`src/rtl/tmc_pkg.sv`:
```
// package: constants, opcodes and carriers for the timer master command decoder
`default_nettype none
package tmc_pkg;
  localparam int unsigned TMC_NUM_CNT = 5;
  // register offsets
  localparam logic [3:0] TMC_ADDR_CMD = 4'h0;
  localparam logic [3:0] TMC_ADDR_MASTER = 4'h1;
  localparam logic [3:0] TMC_ADDR_STATUS = 4'h2;
  localparam logic [3:0] TMC_ADDR_DPTR = 4'h3;
  localparam logic [3:0] TMC_ADDR_CNT_MODE = 4'h4;
  localparam logic [3:0] TMC_ADDR_LOAD = 4'h5;
  localparam logic [3:0] TMC_ADDR_HOLD = 4'h6;
  localparam logic [3:0] TMC_ADDR_CNT_SEL = 4'h7;
  localparam logic [3:0] TMC_ADDR_TC_SET = 4'h8;
  // field positions
  localparam int unsigned TMC_GATE_BIT = 12;
  // reset values
  localparam logic [15:0] TMC_MASTER_RST = 16'h0000;
  localparam logic [15:0] TMC_LOADHOLD_RST = 16'h0000;
  localparam logic [15:0] TMC_CNT_MODE_RST = 16'h0800;
  // opcodes
  localparam logic [7:0] TMC_OP_GATE_OFF = 8'hee;
  localparam logic [7:0] TMC_OP_GATE_ON = 8'he6;
  localparam logic [7:0] TMC_OP_WPF_DIS = 8'hf9;
  localparam logic [7:0] TMC_OP_WPF_EN = 8'hf8;
  localparam logic [7:0] TMC_OP_MASTER_RST = 8'hff;
  localparam logic [2:0] TMC_OP_LOAD_HI = 3'h2;
  localparam logic [2:0] TMC_OP_LOAD_ARM_HI = 3'h3;
  // decoded command carrier
  typedef struct packed {
    logic gate_off;
    logic gate_on;
    logic wpf_dis;
    logic wpf_en;
    logic mreset;
    logic [4:0] load_sel;
  } tmc_cmd_t;
endpackage : tmc_pkg
`default_nettype wire

```
`src/rtl/tmc_master_cmd.sv`:
```
// module: master command decoder with output gate, write prefetch and reset control
//
// Our own choices: the plain strobed port and the register offsets.
`default_nettype none
module tmc_master_cmd
  import tmc_pkg::*;
(
  input wire logic clk_sys_in,
  input wire logic rst_in,
  input wire logic [3:0] addr_in,
  input wire logic [15:0] wdata_in,
  input wire logic wr_in,
  input wire logic rd_in,
  input wire logic div_freq_in,
  input wire logic [4:0] tc_event_in,
  output logic [15:0] rdata_out,
  output logic divided_freq_output_out,
  output logic divided_freq_output_oe_out,
  output logic write_prefetch_en_out,
  output logic read_prefetch_en_out,
  output logic [4:0] cnt_disarm_out,
  output logic [4:0] terminal_count_out
);

  // decode an 8-bit command into its actions
  function automatic tmc_cmd_t decode_cmd(input logic [7:0] op);
    tmc_cmd_t c;
    c = '0;
    c.gate_off = (op == TMC_OP_GATE_OFF);
    c.gate_on = (op == TMC_OP_GATE_ON);
    c.wpf_dis = (op == TMC_OP_WPF_DIS);
    c.wpf_en = (op == TMC_OP_WPF_EN);
    c.mreset = (op == TMC_OP_MASTER_RST);
    if (op[7:5] == TMC_OP_LOAD_HI || op[7:5] == TMC_OP_LOAD_ARM_HI) begin
      c.load_sel = op[4:0];
    end
    return c;
  endfunction : decode_cmd

  logic [15:0] master_reg, master_next;
  logic wpf_dis_reg, wpf_dis_next;
  logic [15:0] cnt_mode_reg [TMC_NUM_CNT];
  logic [15:0] cnt_mode_next [TMC_NUM_CNT];
  logic [15:0] load_reg [TMC_NUM_CNT];
  logic [15:0] load_next [TMC_NUM_CNT];
  logic [15:0] hold_reg [TMC_NUM_CNT];
  logic [15:0] hold_next [TMC_NUM_CNT];
  logic [2:0] sel_reg, sel_next;
  logic [7:0] dptr_reg, dptr_next;
  logic [4:0] tc_reg, tc_next;
  logic [4:0] disarm_reg, disarm_next;
  logic [15:0] rdata_reg, rdata_next;
  logic divided_freq_output_reg, divided_freq_output_next;
  logic divided_freq_output_oe_reg, divided_freq_output_oe_next;
  tmc_cmd_t cmd;
  logic cmd_wr;
  logic soft_rst;

  assign cmd_wr = wr_in && (addr_in == TMC_ADDR_CMD);
  assign cmd = cmd_wr ? decode_cmd(wdata_in[7:0]) : '0; // unknown opcodes decode to nothing
  assign soft_rst = cmd.mreset;

  // master mode and write prefetch control
  always_comb begin
    master_next = master_reg;
    wpf_dis_next = wpf_dis_reg;
    if (soft_rst) begin
      master_next = TMC_MASTER_RST;
      wpf_dis_next = 1'b0; // master reset re-enables write prefetch
    end else if (wr_in && addr_in == TMC_ADDR_MASTER) begin
      master_next = wdata_in; // full word carries the gate bit too
    end else begin
      if (cmd.gate_off) begin
        master_next[TMC_GATE_BIT] = 1'b1;
      end
      if (cmd.gate_on) begin
        master_next[TMC_GATE_BIT] = 1'b0;
      end
      if (cmd.wpf_dis) begin
        wpf_dis_next = 1'b1;
      end
      if (cmd.wpf_en) begin
        wpf_dis_next = 1'b0;
      end
    end
  end

  // counter-side registers, pointer and terminal count
  always_comb begin
    sel_next = sel_reg;
    dptr_next = dptr_reg; // never reset
    tc_next = tc_reg;
    disarm_next = disarm_reg;
    for (int i = 0; i < TMC_NUM_CNT; i++) begin
      cnt_mode_next[i] = cnt_mode_reg[i];
      load_next[i] = load_reg[i];
      hold_next[i] = hold_reg[i];
    end
    if (wr_in && addr_in == TMC_ADDR_DPTR) begin
      dptr_next = wdata_in[7:0];
    end
    if (wr_in && addr_in == TMC_ADDR_CNT_SEL && wdata_in[2:0] < 3'(TMC_NUM_CNT)) begin
      sel_next = wdata_in[2:0];
    end
    if (wr_in && addr_in == TMC_ADDR_CNT_MODE) begin
      cnt_mode_next[sel_reg] = wdata_in;
    end
    if (wr_in && addr_in == TMC_ADDR_LOAD) begin
      load_next[sel_reg] = wdata_in;
    end
    if (wr_in && addr_in == TMC_ADDR_HOLD) begin
      hold_next[sel_reg] = wdata_in;
    end
    // a terminal count event wins over a same-cycle load
    tc_next = (tc_reg & ~cmd.load_sel) | tc_event_in;
    if (cmd.load_sel != 5'h00 && cmd_wr && wdata_in[7:5] == TMC_OP_LOAD_ARM_HI) begin
      disarm_next = disarm_reg & ~cmd.load_sel;
    end
    if (soft_rst) begin
      disarm_next = '1; // all counters disarmed
      tc_next = tc_event_in;
      for (int i = 0; i < TMC_NUM_CNT; i++) begin
        cnt_mode_next[i] = TMC_CNT_MODE_RST;
        load_next[i] = TMC_LOADHOLD_RST;
        hold_next[i] = TMC_LOADHOLD_RST;
      end
    end
  end

  // frequency output pin and read data
  always_comb begin
    // gated: pin pulled low with enable on; a one-cycle glitch at gate change is tolerated
    if (master_reg[TMC_GATE_BIT]) begin
      divided_freq_output_next = 1'b0;
    end else begin
      divided_freq_output_next = div_freq_in;
    end
    divided_freq_output_oe_next = 1'b1;
    rdata_next = 16'h0000;
    if (rd_in) begin
      case (addr_in)
        TMC_ADDR_MASTER: rdata_next = master_reg;
        TMC_ADDR_STATUS: rdata_next = {9'h000, wpf_dis_reg, tc_reg, master_reg[TMC_GATE_BIT]};
        TMC_ADDR_DPTR: rdata_next = {8'h00, dptr_reg};
        TMC_ADDR_CNT_MODE: rdata_next = cnt_mode_reg[sel_reg];
        TMC_ADDR_LOAD: rdata_next = load_reg[sel_reg];
        TMC_ADDR_HOLD: rdata_next = hold_reg[sel_reg];
        TMC_ADDR_CNT_SEL: rdata_next = {13'h0000, sel_reg};
        TMC_ADDR_TC_SET: rdata_next = {11'h000, disarm_reg};
        default: rdata_next = 16'h0000;
      endcase
    end
  end

  // registers; data pointer deliberately has no reset
  always_ff @(posedge clk_sys_in) begin
    dptr_reg <= dptr_next;
    if (rst_in) begin
      master_reg <= TMC_MASTER_RST;
      wpf_dis_reg <= 1'b0;
      sel_reg <= 3'h0;
      tc_reg <= 5'h00;
      disarm_reg <= 5'h1f;
      rdata_reg <= 16'h0000;
      divided_freq_output_reg <= 1'b0;
      divided_freq_output_oe_reg <= 1'b0;
      for (int i = 0; i < TMC_NUM_CNT; i++) begin
        cnt_mode_reg[i] <= TMC_CNT_MODE_RST;
        load_reg[i] <= TMC_LOADHOLD_RST;
        hold_reg[i] <= TMC_LOADHOLD_RST;
      end
    end else begin
      master_reg <= master_next;
      wpf_dis_reg <= wpf_dis_next;
      sel_reg <= sel_next;
      tc_reg <= tc_next;
      disarm_reg <= disarm_next;
      rdata_reg <= rdata_next;
      divided_freq_output_reg <= divided_freq_output_next;
      divided_freq_output_oe_reg <= divided_freq_output_oe_next;
      for (int i = 0; i < TMC_NUM_CNT; i++) begin
        cnt_mode_reg[i] <= cnt_mode_next[i];
        load_reg[i] <= load_next[i];
        hold_reg[i] <= hold_next[i];
      end
    end
  end

  assign rdata_out = rdata_reg;
  assign divided_freq_output_out = divided_freq_output_reg;
  assign divided_freq_output_oe_out = divided_freq_output_oe_reg;
  assign write_prefetch_en_out = ~wpf_dis_reg;
  assign read_prefetch_en_out = 1'b1; // read prefetch is never stopped
  assign cnt_disarm_out = disarm_reg;
  assign terminal_count_out = tc_reg;

  // master mode word: single-bit commands must leave every other bit alone
  chk_gate_off_set: assert property (@(posedge clk_sys_in) disable iff (rst_in)
    cmd.gate_off && !(wr_in && addr_in == TMC_ADDR_MASTER) |=> master_reg[TMC_GATE_BIT]
      && master_reg[11:0] == $past(master_reg[11:0]) && master_reg[15:13] == $past(master_reg[15:13]))
    else $error("gate off did not set only bit 12");
  chk_gate_on_clear: assert property (@(posedge clk_sys_in) disable iff (rst_in)
    cmd.gate_on |=> !master_reg[TMC_GATE_BIT] && master_reg[15:13] == $past(master_reg[15:13])
      && master_reg[11:0] == $past(master_reg[11:0]))
    else $error("gate on did not clear only bit 12");
  chk_word_gate_load: assert property (@(posedge clk_sys_in) disable iff (rst_in)
    wr_in && addr_in == TMC_ADDR_MASTER |=> master_reg == $past(wdata_in))
    else $error("master word write lost");
  chk_word_keeps_wpf: assert property (@(posedge clk_sys_in) disable iff (rst_in)
    wr_in && addr_in == TMC_ADDR_MASTER |=> $stable(write_prefetch_en_out))
    else $error("master word write touched prefetch");

  // frequency pin: gated means driven low, never floated
  chk_gated_low_out: assert property (@(posedge clk_sys_in) disable iff (rst_in)
    master_reg[TMC_GATE_BIT] |=> !divided_freq_output_out && divided_freq_output_oe_out)
    else $error("gated output not held low");
  chk_ungated_follow: assert property (@(posedge clk_sys_in) disable iff (rst_in)
    !master_reg[TMC_GATE_BIT] |=> divided_freq_output_out == $past(div_freq_in))
    else $error("output does not follow divided source");
  chk_pin_driven: assert property (@(posedge clk_sys_in) disable iff (rst_in)
    1'b1 |=> divided_freq_output_oe_out)
    else $error("frequency pin not driven");

  // write prefetch control
  chk_wpf_hold_off: assert property (@(posedge clk_sys_in) disable iff (rst_in)
    !write_prefetch_en_out && !cmd.wpf_en && !soft_rst |=> !write_prefetch_en_out)
    else $error("write prefetch re-enabled without cause");
  chk_wpf_dis_en: assert property (@(posedge clk_sys_in) disable iff (rst_in)
    cmd.wpf_dis |=> !write_prefetch_en_out && read_prefetch_en_out ##1 1'b1)
    else $error("prefetch disable wrong");
  chk_wpf_dis_master: assert property (@(posedge clk_sys_in) disable iff (rst_in)
    cmd.wpf_dis |=> $stable(master_reg))
    else $error("prefetch disable touched master mode");
  chk_wpf_resume: assert property (@(posedge clk_sys_in) disable iff (rst_in)
    cmd.wpf_en |=> write_prefetch_en_out && $stable(master_reg))
    else $error("prefetch enable wrong");
  chk_mreset_wpf: assert property (@(posedge clk_sys_in) disable iff (rst_in)
    soft_rst |=> write_prefetch_en_out)
    else $error("master reset left write prefetch off");

  // software reset must match the power-on values, except that it keeps the counter select
  chk_mreset_vals: assert property (@(posedge clk_sys_in) disable iff (rst_in)
    soft_rst |=> master_reg == TMC_MASTER_RST && cnt_disarm_out == 5'h1f
      && cnt_mode_reg[0] == TMC_CNT_MODE_RST && load_reg[4] == TMC_LOADHOLD_RST)
    else $error("master reset incomplete");
  chk_mreset_counters: assert property (@(posedge clk_sys_in) disable iff (rst_in)
    soft_rst |=> cnt_mode_reg[4] == TMC_CNT_MODE_RST && cnt_mode_reg[2] == TMC_CNT_MODE_RST
      && load_reg[0] == TMC_LOADHOLD_RST && hold_reg[0] == TMC_LOADHOLD_RST && hold_reg[4] == TMC_LOADHOLD_RST)
    else $error("master reset left a counter register");
  chk_mreset_tc_clear: assert property (@(posedge clk_sys_in) disable iff (rst_in)
    soft_rst |=> terminal_count_out == $past(tc_event_in))
    else $error("master reset kept terminal count");
  // pointer is unknown until the host sets it, so compare it exactly, unknowns included
  chk_dptr_kept: assert property (@(posedge clk_sys_in) disable iff (rst_in)
    soft_rst |=> dptr_reg === $past(dptr_reg))
    else $error("data pointer changed by reset");

  // terminal count and arming
  chk_load_ends_tc: assert property (@(posedge clk_sys_in) disable iff (rst_in)
    cmd.load_sel[0] && !tc_event_in[0] |=> !terminal_count_out[0])
    else $error("load did not end terminal count");
  chk_tc_event_wins: assert property (@(posedge clk_sys_in) disable iff (rst_in)
    tc_event_in[0] |=> terminal_count_out[0])
    else $error("terminal count event lost");
  chk_arm_clears: assert property (@(posedge clk_sys_in) disable iff (rst_in)
    cmd_wr && wdata_in[7:5] == TMC_OP_LOAD_ARM_HI |=> (cnt_disarm_out & $past(wdata_in[4:0])) == 5'h00)
    else $error("load and arm left a counter disarmed");
  chk_load_keeps_arm: assert property (@(posedge clk_sys_in) disable iff (rst_in)
    cmd_wr && wdata_in[7:5] == TMC_OP_LOAD_HI |=> $stable(cnt_disarm_out))
    else $error("plain load changed arming");

  // undefined opcodes: nothing may move
  chk_bad_op_ignored: assert property (@(posedge clk_sys_in) disable iff (rst_in)
    cmd_wr && cmd == '0 |=> $stable(master_reg) && $stable(wpf_dis_reg) && $stable(disarm_reg))
    else $error("undefined opcode changed state");
  chk_bad_op_tc: assert property (@(posedge clk_sys_in) disable iff (rst_in)
    cmd_wr && cmd == '0 && tc_event_in == 5'h00 |=> $stable(terminal_count_out))
    else $error("undefined opcode changed terminal count");

  // read path: data stand one cycle after the strobe, zero otherwise
  chk_read_master: assert property (@(posedge clk_sys_in) disable iff (rst_in)
    rd_in && addr_in == TMC_ADDR_MASTER |=> rdata_out == $past(master_reg))
    else $error("master read data wrong");

endmodule : tmc_master_cmd
`default_nettype wire

```
`config.mk`:
```
export PLATFORM = sky130hd
export DESIGN_NAME = tmc_master_cmd
export DESIGN_NICKNAME = d
export VERILOG_FILES = /design/src/rtl/tmc_pkg.sv /design/src/rtl/tmc_master_cmd.sv
export SDC_FILE = /design/constraint.sdc
export NUM_CORES = 1
export LEC_CHECK = 0
export BUFFER_PORTS_ARGS = -buffer_cell sky130_fd_sc_hd__buf_2
export CORE_ASPECT_RATIO = 0.6
export CORE_MARGIN = 10
export CORE_UTILIZATION = 45
export DETAILED_ROUTE_END_ITERATION = 6
export PLACE_DENSITY = 0.63
export SETUP_SLACK_MARGIN = 0.3
export SYNTH_ARGS = -nofsm -noshare
export SYNTH_HDL_FRONTEND = slang
export SYNTH_SLANG_ARGS = --single-unit
```
`constraint.sdc`:
```
create_clock -name clk_sys_in -period 2.6 [get_ports clk_sys_in]
set_clock_uncertainty 0.2 [all_clocks]
set_input_delay 0.13 -clock clk_sys_in [delete_from_list [all_inputs] [get_ports clk_sys_in]]
set_output_delay 0.13 -clock clk_sys_in [all_outputs]
set_load 0.1 [all_outputs]
```
==> qor.yml, run 1 <==
grt_setup_unrepaired: "no"
clkTransAtPathRegs_ns: 0.07
regArea_um2: 6070
yosysMostFrequentCell: "dfxtp_1"
wl_per_cell_um: 22.5
rows: 48
max-slew-margin-rel: 0.553
clockBufferDepth: 3
cts_tree: "yes"
synth-seq-cells: 299
syn_nets: 1511
setup_viol: 0
p_leak_nw: 5.31
wirelength_met1_um: 19200
synth_top_area_share: 0.443
antenna_cells: 0
crit_buf_inv: 2
start_util: 0.458
synth_common_cells: "dfxtp_1, nand2_1, a21oi_1"
core_um2: 28800
clockRootBuffer: "clkbuf_16"
fmax_mhz: 455
drtPass1Iterations: 7
final_area_um2: 15500
utilization: 0.537
path_class: "reg2reg"
placed_cell_area_um2: 14000
grt_first_pass_wirelength_um: 65600
cts_made_buffers: 28
grt_util_all_layers: 0.228
yosys_warnings: 0
first_iter_violations: 1501
met3WireLength_um: 5240
ctsHtreeMaxLevel: 1
min_path_type: "in2reg"
synth_top_flop_cell: "dfxtp_1"
synth_area_leader_cell: "dfxtp_1"
clkLatencyLatePin_ns: 0.57
die_h_um: 152
wl_um: 43500
port_buffers: 58
critPathMaxStageDelay_ns: 0.56
grt_max_degree: 80
dr_wl_met2_um: 18300
syn-cell-area_um2: 13200
hold_violations: 0
synth_edf_count: 8
max-cap-violations: 0
vias: 11600
nNetsFinal: 1571
dp_hpwl_um: 28200
grt_pass1_vias: 10700
finalSetupTns_ns: 0
die_w_um: 241
synth_cells: 1481
ant_nets: 0
path_delay_family: "multiplexers"
crit_chain: "buf_4, clkbuf_16, mux4_2, mux2_2, nand2_1, a31oi_1"
async_flop_share: 0
status: "complete, but fails checks"
area_growth_pct: 17.5
violations: "design-rule violations"
ys_top_cells_by_area: "dfxtp_1, nand2_1, mux4_2, a21oi_1, nand3_1"
cp-end-kind: "flip-flop"
grt_overflow: 0
fin_crit_sh: 0.846
synth.yosys.seq_area_share: 0.461
via_per_inst: 5.97
start_kind: "flip-flop"
clock-sinks: 299
p_per_area_nw_per_um2: 618
die-area_um2: 36700
antenna_found_initial: 0
gp_congestion: 0.936
io_pins: 60
layout-drive-gt1-share: 0.184
fillers: 2628
post_synth.cell_area_avg_um2: 8.89
tightestPinTransition_ns: 0.669
ys_types: 64
arrival_ns: 2.43
multi_input_area_um2: 6370
worstPathMaxFanout: 11
period_needed_ns: 2.20
slew_viol_final: 0
slowest_stage: "mux4_2"
drc: 10
crit_required_ns: 2.83
top_layer_used: "met4"
vdd_drop_max_uv: 498
## timing repair
item	in CTS	in global routing
setup endpoints to repair	0	22
resized for setup	0	2
hold endpoints to repair	298	0
setup buffers	0	11
hold buffers	32	0
## final timing paths
check	from	endpoint	slack, ns	cells after the start
min	wr_in	cnt_mode_reg[4][3]	0.03	5
min reg2reg	hold_reg[2][9]	hold_reg[2][9]	0.25	2
max	flip-flop	rdata_out[3]	0.40	6
max reg2reg	flip-flop	rdata_out[3]	0.40	6
## layout make-up
type / count / area share
clock buffers: 41 / 0.0564
clock inverters: 9 / 0.00534
inverters: 8 / 0.00194
multi-input cells: 1017 / 0.412
flip-flops and latches: 299 / 0.393
well taps: 375 / 0.0303
repair buffers: 187 / 0.101
## through the flow
| stage | total power [mW] | worst slack [ns] | cells | hold slack, ns |
|---|---|---|---|---|
| after global routing | 9.82 | 0.332 | 1936 | 0.0409 |
| after global placement | 5.29 | 0.346 | 1841 | 0.127 |
| after floorplan | 5.11 | 0.550 | 1481 | 0.0289 |
| after CTS | 9.58 | 0.318 | 1923 | 0.0110 |
| final | 9.56 | 0.400 | 1936 | 0.0305 |
| after detailed placement | 5.30 | 0.348 | 1841 | 0.137 |
## per-layer routing
layer	vias to the layer above	GRT usage
met5	-	0
li1	5296	-
met3	72	0.0535
met2	596	0.326
met4	0	0.0465
met1	5599	0.339
## worst register-to-register path, stage by stage (launching register included)
cell       delay, ns
dfxtp_4         0.45
buf_4           0.20
clkbuf_16       0.22
mux4_2          0.56
mux2_2          0.29
nand2_1         0.07
a31oi_1         0.09
## report_power, final
group | internal [mW] | switching, mW | total, mW
combinational | 0.189 | 0.434 | 0.624
clock | 2.43 | 1.86 | 4.29
sequential | 4.62 | 0.0208 | 4.64
total | 7.24 | 2.32 | 9.56
## cells by family after synthesis
kind of cell	count (synthesis)	synth area share
AOI/OAI and AO/OA	294	0.128
xor gates and xnor gates	1	0.000666
buffers and inverters	165	0.0605
DFF	299	0.461
muxes	132	0.148
other	1	0.000285
and+or+nand+nor	589	0.202
## layout by cell type, fill, tap and decap left out, types with 3 or more instances in the layout
master,count
o22ai_1,3
a221oi_1,3
nand3b_1,3
buf_12,12
mux4_2,48
nor2b_1,5
a22oi_1,16
o2bb2ai_1,4
nand2b_1,12
clkbuf_8,8
a22o_1,9
edfxtp_1,8
buf_2,58
clkbuf_1,3
inv_1,7
nand3_1,176
clkbuf_16,32
buf_4,81
o21ai_0,8
a31oi_1,9
a21oi_1,213
nor3_1,6
dfxtp_1,288
mux2i_1,68
nor2_1,63
a21o_1,6
dlygate4sd3_1,32
clkinv_2,4
and2_1,3
nand2_1,288
or2_2,3
nor3b_4,3
a32oi_1,9
and3_1,3
mux2_2,16
Power figures use the tool's default switching activity.
==> run 2: changes to the inputs <==
--- a/config.mk
+++ b/config.mk
@@ -5,12 +5,13 @@
 export SDC_FILE = /design/constraint.sdc
 export NUM_CORES = 1
 export LEC_CHECK = 0
+export ABC_AREA = 1
 export BUFFER_PORTS_ARGS = -buffer_cell sky130_fd_sc_hd__buf_2
 export CORE_ASPECT_RATIO = 0.6
 export CORE_MARGIN = 10
 export CORE_UTILIZATION = 45
 export DETAILED_ROUTE_END_ITERATION = 6
-export PLACE_DENSITY = 0.63
+export PLACE_DENSITY = 0.66
 export SETUP_SLACK_MARGIN = 0.3
 export SYNTH_ARGS = -nofsm -noshare
 export SYNTH_HDL_FRONTEND = slang
==> constraint.sdc (replaced) <==
create_clock -name clk_sys_in -period 2 [get_ports clk_sys_in]
set_clock_uncertainty 0.2 [all_clocks]
set_input_delay 0.1 -clock clk_sys_in [delete_from_list [all_inputs] [get_ports clk_sys_in]]
set_output_delay 0.1 -clock clk_sys_in [all_outputs]
set_load 0.1 [all_outputs]
==> run 2 against run 1 <==
  * The run ends with negative hold slack left
  * Core utilization up 3.0 points
  * Critical endpoint is now rdata_out[15]
  * First-iteration DRC count up 23%
  * Fmax up 24%
  * Clock power up 26%
  * Combinational power up 63%
==> qor.yml, run 2 <==
drtPass1Iterations: 5  # -2
vias: 14100  # +22%
grt_util_all_layers: 0.246  # +0.0187
synth-simple-area-share: 0.382  # +0.180
synth.yosys.seq_area_share: 0.439  # -0.0217
status: "complete, but fails checks"
cp-end-kind: "flip-flop"
synthAdderAreaFrac: 0  # unchanged
clockBufferDepth: 3  # unchanged
fin_crit_sh: 0.887  # +0.0409
worstPathMaxFanout: 16  # +5
internal_power_mw: 9.38  # +30%
grt_overflow: 0  # unchanged
ys_types: 29  # -55%
cts_made_buffers: 28  # unchanged
crit_required_ns: 2.24  # -0.59 ns
io_pins: 60  # unchanged
placed_cell_area_um2: 14700  # +4.5%
synth-seq-cells: 299  # unchanged
crit_buf_inv: 2  # unchanged
start_kind: "flip-flop"
power_frac_clock: 0.434  # -0.015
final_common_cell: "nand2_1"
synth_xor_area_frac: 0  # -0.000665
layout-drive-gt1-share: 0.211  # +0.0266
rows: 49  # +2.1%
clkLatencyLatePin_ns: 0.56  # about the same
final_cell_mix: "nand2_1, dfxtp_1, a21oi_1"
syn-cell-area_um2: 13800  # +5.0%
setup_viol: 0  # unchanged
ant_nets: 0  # unchanged
async_flop_share: 0  # unchanged
path_delay_family: "simple AND/OR/NAND/NOR gates"
synth_top_area_share: 0.422  # -0.0209
synth_common_cells: "nand2_1, dfxtp_1, a21oi_1"
switching_share: 0.248  # +0.00551
dp_slack_ns: 0.0900  # -0.258 ns
antenna_found_initial: 1  # +1
grt_max_degree: 67  # -16%
synth_top_family_by_area: "simple AND/OR/NAND/NOR gates"
grt_setup_unrepaired: "yes"
yosys_warnings: 0  # unchanged
cts_tree: "yes"
hold_violations: 5  # +5
tightestPinTransition_ns: 1.26  # +0.587 ns
layout.cells.non_filler: 2541  # +31%
die_w_um: 246  # +2.2%
fin_hold_ws_ns: -0.0189  # -0.0494 ns
critPathMaxStageDelay_ns: 0.39  # -0.17 ns
cp_common_cell: "nand2_1"
fmax_mhz: 564  # +24%
dp_cells: 2420  # +31%
slew_viol_final: 0  # unchanged
arrival_ns: 2.01  # -0.42 ns
grt_pass1_vias: 12500  # +17%
wl_um: 50800  # +17%
finalSetupTns_ns: 0  # unchanged
port_buffers: 58  # unchanged
synth_top_flop_cell: "dfxtp_1"
synth_edf_count: 8  # unchanged
max-slew-margin-rel: 0.163  # -0.390
clkTransAtPathRegs_ns: 0.07  # about the same
path_class: "reg2reg"
p_per_area_nw_per_um2: 730  # +18%
drc: 0  # -10
dp_hpwl_um: 30600  # +8.3%
final_area_um2: 17100  # +11%
seqPwrFrac: 0.484  # -0.002
post_synth.cell_area_avg_um2: 6.82  # -23%
ys_top_cells_by_area: "dfxtp_1, nand2_1, a21oi_1, nand3_1, nor2_1"
min_path_type: "in2reg"
syn_nets: 2056  # +36%
max-cap-violations: 0  # unchanged
gp_congestion: 0.922  # -1.5%
vdd_drop_max_uv: 668  # +34%
antenna_cells: 0  # unchanged
core_um2: 30100  # +4.6%
nNetsFinal: 2143  # +36%
first_iter_violations: 1842  # +23%
p_sw_mw: 3.09  # +33%
die_h_um: 156  # +2.1%
synth_compound_area_frac: 0.109  # -0.0193
worst_slack_ns: 0.226  # -0.174 ns
crit_chain: "buf_4, buf_8, nand2_1, nand3_2, nand2_1, nand2_1, nand2_2, nand2_2, nor2_1, nor2_1"
clockRootBuffer: "clkbuf_16"
die-area_um2: 38300  # +4.4%
synthMuxAreaShare: 0  # -0.148
synth_cells: 2026  # +37%
area_growth_pct: 23.7
wl_per_cell_um: 20.0  # -11%
synth_area_leader_cell: "dfxtp_1"
grt_first_pass_wirelength_um: 74300  # +13%
ctsHtreeMaxLevel: 1  # unchanged
clock-sinks: 299  # unchanged
slowest_stage: "dfxtp_4"
yosysMostFrequentCell: "nand2_1"
power_mw: 12.5  # +31%
combPwrFrac: 0.082  # +0.017
violations: "negative hold slack"
p_leak_nw: 7.10  # +34%
period_needed_ns: 1.77  # -0.426 ns
via_per_inst: 5.54  # -7.2%
start_util: 0.459  # +0.00136
[run 2: cell count changes in the layout (fill, tap and decap cells not counted), moves of 19 or more]
cell,change
nand2_1,+531
nand2_2,+112
nor2_1,+86
nand3_1,-70
mux2i_1,-68
mux4_2,-48
a21oi_2,+31
nand3_2,+26
buf_4,-22
inv_1,+19
[run 2: power by group through the flow]
stage / Clock (mW) / Sequential (mW) / Combinational, mW
after floorplan: 0 / 6.26 / 0.422
after global placement: 0 / 6.17 / 0.820
after detailed placement: 0 / 6.18 / 0.822
after CTS: 5.43 / 6.04 / 0.919
after global routing: 5.70 / 6.04 / 1.06
final: 5.41 / 6.04 / 1.02
[run 2: final cells by class]
class,count,area [um^2]
inverters,54,259
clock buffers,45,866
repair buffers,197,2090
clock inverters,5,50.0
fillers,2792,13000
multi-input cells,1533,7230
well taps,408,510
flip-flops and latches,299,6080
[run 2: kinds of logic (layout without fill, tap and decap cells)]
logic type             count (synthesis)  in the layout
and+or+nand+nor                     1258           1258
AOI/OAI and AO/OA                    274            274
DFF                                  299            299
other                                  1              1
buffers and inverters                194            301
[run 2: repair_timing]
item                                    CTS  global route
endpoints found under the setup margin   98           282
cloned                                    6             8
gates resized for setup                  63           151
endpoints found under the hold margin   301            23
setup buffers                             5            16
pin swaps                                17            68
hold buffers                             35             2
[run 2: through the flow]
step                hold slack [ns]  utilization
floorplan                   -0.0309            -
global placement              0.114        0.487
detailed placement            0.119        0.487
CTS                         -0.0671        0.542
global route                 0.0195        0.568
finish                      -0.0189        0.568
[run 2: routing by layer]
metal | routed length, um | track usage
met1 | 21700 | 0.363
met2 | 20500 | 0.340
met3 | 7340 | 0.0735
met4 | 1180 | 0.0580
met5 | 0 | 0
[run 2: path summary, 6_finish.rpt]
path / slack (ns) / cells after the start / end / startpoint
hold reg to reg: 0.26 / 2 / load_reg[3][11] / load_reg[3][11]
setup / recovery: 0.23 / 10 / rdata_out[15] / flip-flop
setup reg to reg: 0.23 / 10 / rdata_out[15] / flip-flop
hold / removal: -0.02 / 6 / master_reg[4] / addr_in[2]
[run 2: tightest hold or removal path, stage by stage]
cell and delay [ns]:
buf_2 0.14, nor2_4 0.07, nand2_1 0.15, nor2_4 0.10, nand2_1 0.07, a21oi_1 0.06
